### config.mk
export PLATFORM = sky130hd
export DESIGN_NAME = phy_polarity_bypass_ctrl
export DESIGN_NICKNAME = d
export VERILOG_FILES = /design/src/phy_polarity_bypass_pkg.sv /design/src/rx_polarity_detect.sv /design/src/phy_polarity_bypass_ctrl.sv
export SDC_FILE = /design/constraint.sdc
export NUM_CORES = 1
export LEC_CHECK = 0
export ABC_AREA = 1
export BUFFER_PORTS_ARGS = -buffer_cell sky130_fd_sc_hd__buf_2
export CORE_MARGIN = 3
export CORE_UTILIZATION = 28
export CTS_BUF_LIST = sky130_fd_sc_hd__clkbuf_16
export CTS_CLUSTER_SIZE = 28
export DETAILED_ROUTE_END_ITERATION = 16
export GPL_ROUTABILITY_DRIVEN = 0
export SYNTH_ARGS = -nofsm -noshare
export SYNTH_HDL_FRONTEND = slang
export SYNTH_SLANG_ARGS = --single-unit
### constraint.sdc
create_clock -name sys_clk -period 3 [get_ports sys_clk]
set_input_delay 0 -clock sys_clk [delete_from_list [all_inputs] [get_ports sys_clk]]
set_output_delay 0 -clock sys_clk [all_outputs]
set_load 0.05 [all_outputs]
### src/phy_polarity_bypass_pkg.sv
// Constants shared by the PHY polarity and bypass control block.
package phy_polarity_bypass_pkg;

    // ------------------------------------------------------------
    // Register field layout
    // ------------------------------------------------------------
    localparam int unsigned reg_width = 16;
    localparam int unsigned bit_rx_clock_gating = 0;
    localparam int unsigned bit_coding_bypass = 1;
    localparam int unsigned bit_rx_polarity = 4;
    localparam int unsigned bit_auto_polarity_disable = 5;
    localparam int unsigned bit_heartbeat_inhibit = 11;
    localparam int unsigned bit_natural_loop = 10;
    localparam logic [15:0] writable_mask = 16'h0c33;
    localparam logic [15:0] reserved_value = 16'h0140;
    localparam logic [15:0] ctrl_reset = 16'h0140;

    // ------------------------------------------------------------
    // Polarity detection
    // ------------------------------------------------------------
    localparam int unsigned reversed_pulse_count = 3;
    localparam logic [1:0] reversed_count_max = 2'h3;

    typedef enum logic [2:0] {
        pol_normal = 3'b001,
        pol_suspect = 3'b010,
        pol_inverted = 3'b100
    } pol_state_t;

endpackage

### src/rx_polarity_detect.sv
// Automatic receive polarity detector for the 10 Mb/s path.
`timescale 1ns/1ps
module rx_polarity_detect
    import phy_polarity_bypass_pkg::*;
(
    input wire logic sys_clk,
    input wire logic rst,
    input wire logic enable,
    input wire logic autoneg_active,
    input wire logic pulse_seen,
    input wire logic pulse_reversed,
    output logic inverting
);
    pol_state_t state;
    logic [1:0] hits;

    // ------------------------------------------------------------
    // Detection state
    // ------------------------------------------------------------
    // A single reversed pulse may be noise, so several in a row are needed.
    always_ff @(posedge sys_clk) begin
        if (rst || !enable) begin
            state <= pol_normal;
            hits <= 2'h0;
        end else if (autoneg_active && pulse_seen) begin
            unique case (state)
                pol_normal: begin
                    if (pulse_reversed) begin
                        state <= pol_suspect;
                        hits <= 2'h1;
                    end
                end
                pol_suspect: begin
                    if (!pulse_reversed) begin
                        state <= pol_normal;
                        hits <= 2'h0;
                    end else if (hits == reversed_count_max - 2'h1) begin
                        state <= pol_inverted;
                    end else begin
                        hits <= hits + 2'h1;
                    end
                end
                pol_inverted: begin
                    state <= pol_inverted;
                end
                default: begin
                    state <= pol_normal;
                end
            endcase
        end
    end

    assign inverting = (state == pol_inverted);

endmodule // rx_polarity_detect

### src/phy_polarity_bypass_ctrl.sv
// Lower control bits of the PHY vendor-specific management register.
`timescale 1ns/1ps
module phy_polarity_bypass_ctrl
    import phy_polarity_bypass_pkg::*;
(
    input wire logic sys_clk,
    input wire logic rst,
    input wire logic reg_write,
    input wire logic [15:0] reg_wdata,
    output logic [15:0] reg_rdata,
    input wire logic speed_100,
    input wire logic autoneg_enable,
    input wire logic autoneg_active,
    input wire logic basic_loopback_enable,
    input wire logic rx_pulse_seen,
    input wire logic rx_pulse_reversed,
    input wire logic rx_data_valid,
    output logic auto_polarity_disable,
    output logic receive_polarity_invert,
    output logic coding_sublayer_bypass,
    output logic receive_clock_gating_enable,
    output logic heartbeat_test_inhibit,
    output logic natural_loop_10m,
    output logic rx_invert_active,
    output logic bypass_active,
    output logic rx_clock_stop
);
    import phy_polarity_bypass_pkg::*;

    logic [15:0] ctrl;
    logic auto_inverting;
    logic next_invert;
    logic gating_allowed;
    logic detect_enable;
    logic next_bypass;
    logic next_clock_stop;

    // ------------------------------------------------------------
    // Auto polarity
    // ------------------------------------------------------------
    // The detector is held cleared while disabled, so it always restarts from normal.
    // detector gate
    assign detect_enable = !ctrl[bit_auto_polarity_disable] && !speed_100;

    rx_polarity_detect u_detect (
        .sys_clk(sys_clk),
        .rst(rst),
        .enable(detect_enable),
        .autoneg_active(autoneg_active),
        .pulse_seen(rx_pulse_seen),
        .pulse_reversed(rx_pulse_reversed),
        .inverting(auto_inverting)
    );

    // ------------------------------------------------------------
    // Control register
    // ------------------------------------------------------------
    // writes masked
    always_ff @(posedge sys_clk) begin
        if (rst) begin
            ctrl <= ctrl_reset;
        end else if (reg_write) begin
            ctrl <= (reg_wdata & writable_mask) | reserved_value;
        end
    end

    // ------------------------------------------------------------
    // Effective receive polarity
    // ------------------------------------------------------------
    always_comb begin
        if (ctrl[bit_auto_polarity_disable]) begin
            next_invert = ctrl[bit_rx_polarity];
        end else begin
            next_invert = auto_inverting;
        end
    end

    // Loopback wins over the gating bit, since looped data would otherwise lose its clock.
    // loopback stops gating
    assign gating_allowed = speed_100 && !basic_loopback_enable;

    // ------------------------------------------------------------
    // Next values
    // ------------------------------------------------------------
    // The bypass is not checked against the negotiation setting; software
    // keeps that pairing, so a wrong setting reaches the data path as written.
    // bypass in 100M
    assign next_bypass = ctrl[bit_coding_bypass] && speed_100;

    assign next_clock_stop = ctrl[bit_rx_clock_gating] && gating_allowed && !rx_data_valid;

    // ------------------------------------------------------------
    // Readback
    // ------------------------------------------------------------
    // Bit 4 reads the polarity in force rather than the stored bit, so
    // software sees what the receiver really does.
    function automatic logic [15:0] readback_word(
        input logic [15:0] word,
        input logic polarity
    );
        return {word[15:5], polarity, word[3:0]};
    endfunction

    always_ff @(posedge sys_clk) begin
        if (rst) begin
            reg_rdata <= ctrl_reset;
        end else begin
            reg_rdata <= readback_word(ctrl, next_invert);
        end
    end

    // ------------------------------------------------------------
    // Data path controls
    // ------------------------------------------------------------
    // Each control is registered so that every pin comes straight from a flip-flop.
    // polarity in force
    always_ff @(posedge sys_clk) begin
        if (rst) begin
            rx_invert_active <= 1'b0;
        end else begin
            rx_invert_active <= next_invert;
        end
    end

    always_ff @(posedge sys_clk) begin
        if (rst) begin
            bypass_active <= 1'b0;
        end else begin
            bypass_active <= next_bypass;
        end
    end

    always_ff @(posedge sys_clk) begin
        if (rst) begin
            rx_clock_stop <= 1'b0;
        end else begin
            rx_clock_stop <= next_clock_stop;
        end
    end

    // ------------------------------------------------------------
    // Field copies
    // ------------------------------------------------------------
    // Each writable bit except bit 4 is mirrored on its own pin one clock after it is written; bit 4's pin carries the polarity in force.
    // disable bit copy
    always_ff @(posedge sys_clk) begin
        if (rst) begin
            auto_polarity_disable <= 1'b0;
        end else begin
            auto_polarity_disable <= ctrl[bit_auto_polarity_disable];
        end
    end

    always_ff @(posedge sys_clk) begin
        if (rst) begin
            receive_polarity_invert <= 1'b0;
        end else begin
            receive_polarity_invert <= next_invert;
        end
    end

    always_ff @(posedge sys_clk) begin
        if (rst) begin
            coding_sublayer_bypass <= 1'b0;
        end else begin
            coding_sublayer_bypass <= ctrl[bit_coding_bypass];
        end
    end

    always_ff @(posedge sys_clk) begin
        if (rst) begin
            receive_clock_gating_enable <= 1'b0;
        end else begin
            receive_clock_gating_enable <= ctrl[bit_rx_clock_gating];
        end
    end

    always_ff @(posedge sys_clk) begin
        if (rst) begin
            heartbeat_test_inhibit <= 1'b0;
        end else begin
            heartbeat_test_inhibit <= ctrl[bit_heartbeat_inhibit];
        end
    end

    always_ff @(posedge sys_clk) begin
        if (rst) begin
            natural_loop_10m <= 1'b0;
        end else begin
            natural_loop_10m <= ctrl[bit_natural_loop];
        end
    end

endmodule // phy_polarity_bypass_ctrl

==> results.md <==
* Status: finished clean
* Final Slew Violations at 0
* Antenna Cells at 0
* Root Driver: clkbuf_16
* Worst slack at placement at 1890 ps
* Largest net degree at the start of global routing at 12
* Worst-skew pair later-pin latency at 250 ps
* Dpl hpwl at 1.27 mm
* Post-route minimum period at 1260 ps
* TritonCTS clock tree: built
* Post-CTS sizing at 0
* Setup CP Type: in2reg
* Final period utilization at 0.421
* Synth Warn # at 0
* First drt pass iteration count at 4
* Footprint of the multi-input gates at 352 um2
* Die area at 0.00389 mm2
* Setup crit start kind: input pin
* Die X at 62.4 um
* Vias per inst at 3.97
* Hold Path Class: in2reg
* Crit. End Element: flip-flop
* Reg2Reg Setup Slack at 1800 ps
* Setup Buffers After CTS at 0
* Fin Hold WS at 17.0 ps
* Clock buffer depth at 2
* All-Layer GR Usage at 0.0894
* CTS hold repair buffers at 4
* Peak supply drop at 0.209 mV
* Worst-path clk slew at 50 ps
* Critical path required time at 3200 ps
* Nets at 171
* Layout cells sized above 1 at 0.315
* Detail Route Antenna Nets at 0
* Post-Route WL at 1.62 mm
* FMAX at 792 MHz
* Unique cell type count in the Yosys netlist at 19
* Port bufs at 29
* Tot Pwr at 0.653 mW
* Setup ws final at 1740 ps
* Maxcap violations at 0
* Global-route wire length before repair at 2.81 mm
* Clock Skews at 1.93 ps
* Register Area at 380 um2
* Placed cell area at 990 um2
* Endpoints failing setup at 0
* Remaining DRCs at 0
* Avg Cell Area, Syn at 7.74 um2
* Vias at 734
* Static leakage at 0.565 nW
* Most frequent cells in the layout: 29 x buf_2, 19 x dfxtp_1, 13 x inv_1, 13 x nor2_1, 11 x nand2_1
* Synth Cell Area at 890 um2
* Power Dens Cells at 589 mW/mm2
* Layout area overhead at 24.8%
* Cell row count at 19
* CTS Buf Count at 3
* Clock Sinks at 19
* Final hold violation count at 0
* Initial Util at 0.307
* Grt total ovfl at 0
* I/O pin count at 51
* Antenna violations before repair at 0
* Number of global-route vias before repair at 694
* H-tree levels at 1
* RSZ-0062 raised after global routing: false
* Core ar. at 0.00290 mm2
* Crit-path max FO at 1
* Detailed router's first-iteration violation count at 21
* Final setup TNS at 0 ps
* Sequential share of the synthesized area at 0.428
* Design Area, Final at 0.00111 mm2
* Fill cell count at 309
* Post-Syn Instances at 115
* Seq cells post-synth at 19
* Drt wl/cell at 8.75 um
* Worst Path Arrival at 1460 ps
* Die height at 62.4 um
* Most common cell after layout, fill and taps aside: buf_2
## layer usage
layer,up-vias,global-route usage,share of wire
met4,0,0.0634,0.020
li1,388,-,-
met3,4,0.0234,0.056
met5,-,0,0
met2,26,0.156,0.49
met1,316,0.0927,0.43
## final timing paths
| path | cells after the start | from | to |
|---|---|---|---|
| setup / recovery | 4 | rx_data_valid | rx_clock_stop$_SDFF_PP0_ |
| hold reg to reg | 2 | ctrl[10]$_SDFFE_PP0P_ | reg_rdata[10]$_SDFF_PP0_ |
| setup reg to reg | 3 | ctrl[0]$_SDFFE_PP0P_ | rx_clock_stop$_SDFF_PP0_ |
| hold / removal | 3 | speed_100 | u_detect.state[0]$_SDFFE_PP1P_ |
## cells by family (layout without fill, tap and decap cells)
family          count (synthesis)  after routing  share of synthesized area
other cells                     2             10                    0.00844
simple gates                   42             42                      0.238
compound gates                 18             18                      0.101
buf+inv                        33             53                      0.211
flops                          19             19                      0.428
fa+ha+maj                       1              1                     0.0141
## synth_stat cells
cell,instances,share of area
nor2_2,4,0.028
conb_1,2,0.0084
buf_4,17,0.14
inv_1,13,0.055
a21oi_1,8,0.045
nor4_1,1,0.0070
nand3_1,6,0.034
nor3_4,1,0.018
nand2_2,2,0.014
nand2_1,11,0.046
nor2_1,13,0.055
o21ai_0,9,0.051
ha_1,1,0.014
inv_2,3,0.013
o21ai_1,1,0.0056
nand4_1,1,0.0070
dfxtp_1,19,0.43
nand3_2,2,0.023
nor3_1,1,0.0056
## power breakdown
group	total (mW)	internal (mW)	switching, mW
Clock	0.272	0.179	0.0931
Combinational	0.112	0.0256	0.0865
Sequential	0.269	0.264	0.00534
Total	0.653	0.468	0.185
## flip-flops by register name, indices dropped and copies added (netlist names)
| register | cells |
|---|---|
| reg_rdata | 5 |
| bypass_active | 1 |
| u_detect.state | 3 |
| u_detect.hits | 2 |
| rx_clock_stop | 1 |
| heartbeat_test_inhibit | 1 |
| ctrl | 6 |
## area by class of cell
type / instances / area share
Clock buffer: 3 / 0.0676
Inverter: 16 / 0.0541
Timing Repair Buffer: 33 / 0.167
Clock inverter: 1 / 0.00451
Tap cell: 42 / 0.0474
Multi-Input combinational cell: 71 / 0.317
Sequential cell: 19 / 0.343
## per-stage QoR
stage | cells | utilization
final | 185 | 0.383
after global routing | 185 | 0.383
after CTS | 185 | 0.383
after detailed placement | 177 | 0.341
after global placement | 177 | 0.341
after floorplan | 123 | -
## worst max-delay path: stages
cell	delay (ps)
dlygate4sd3_1	530
buf_2	120
nor4_1	240
dlygate4sd3_1	570
Note: power is estimated with default switching activity, not from simulation.
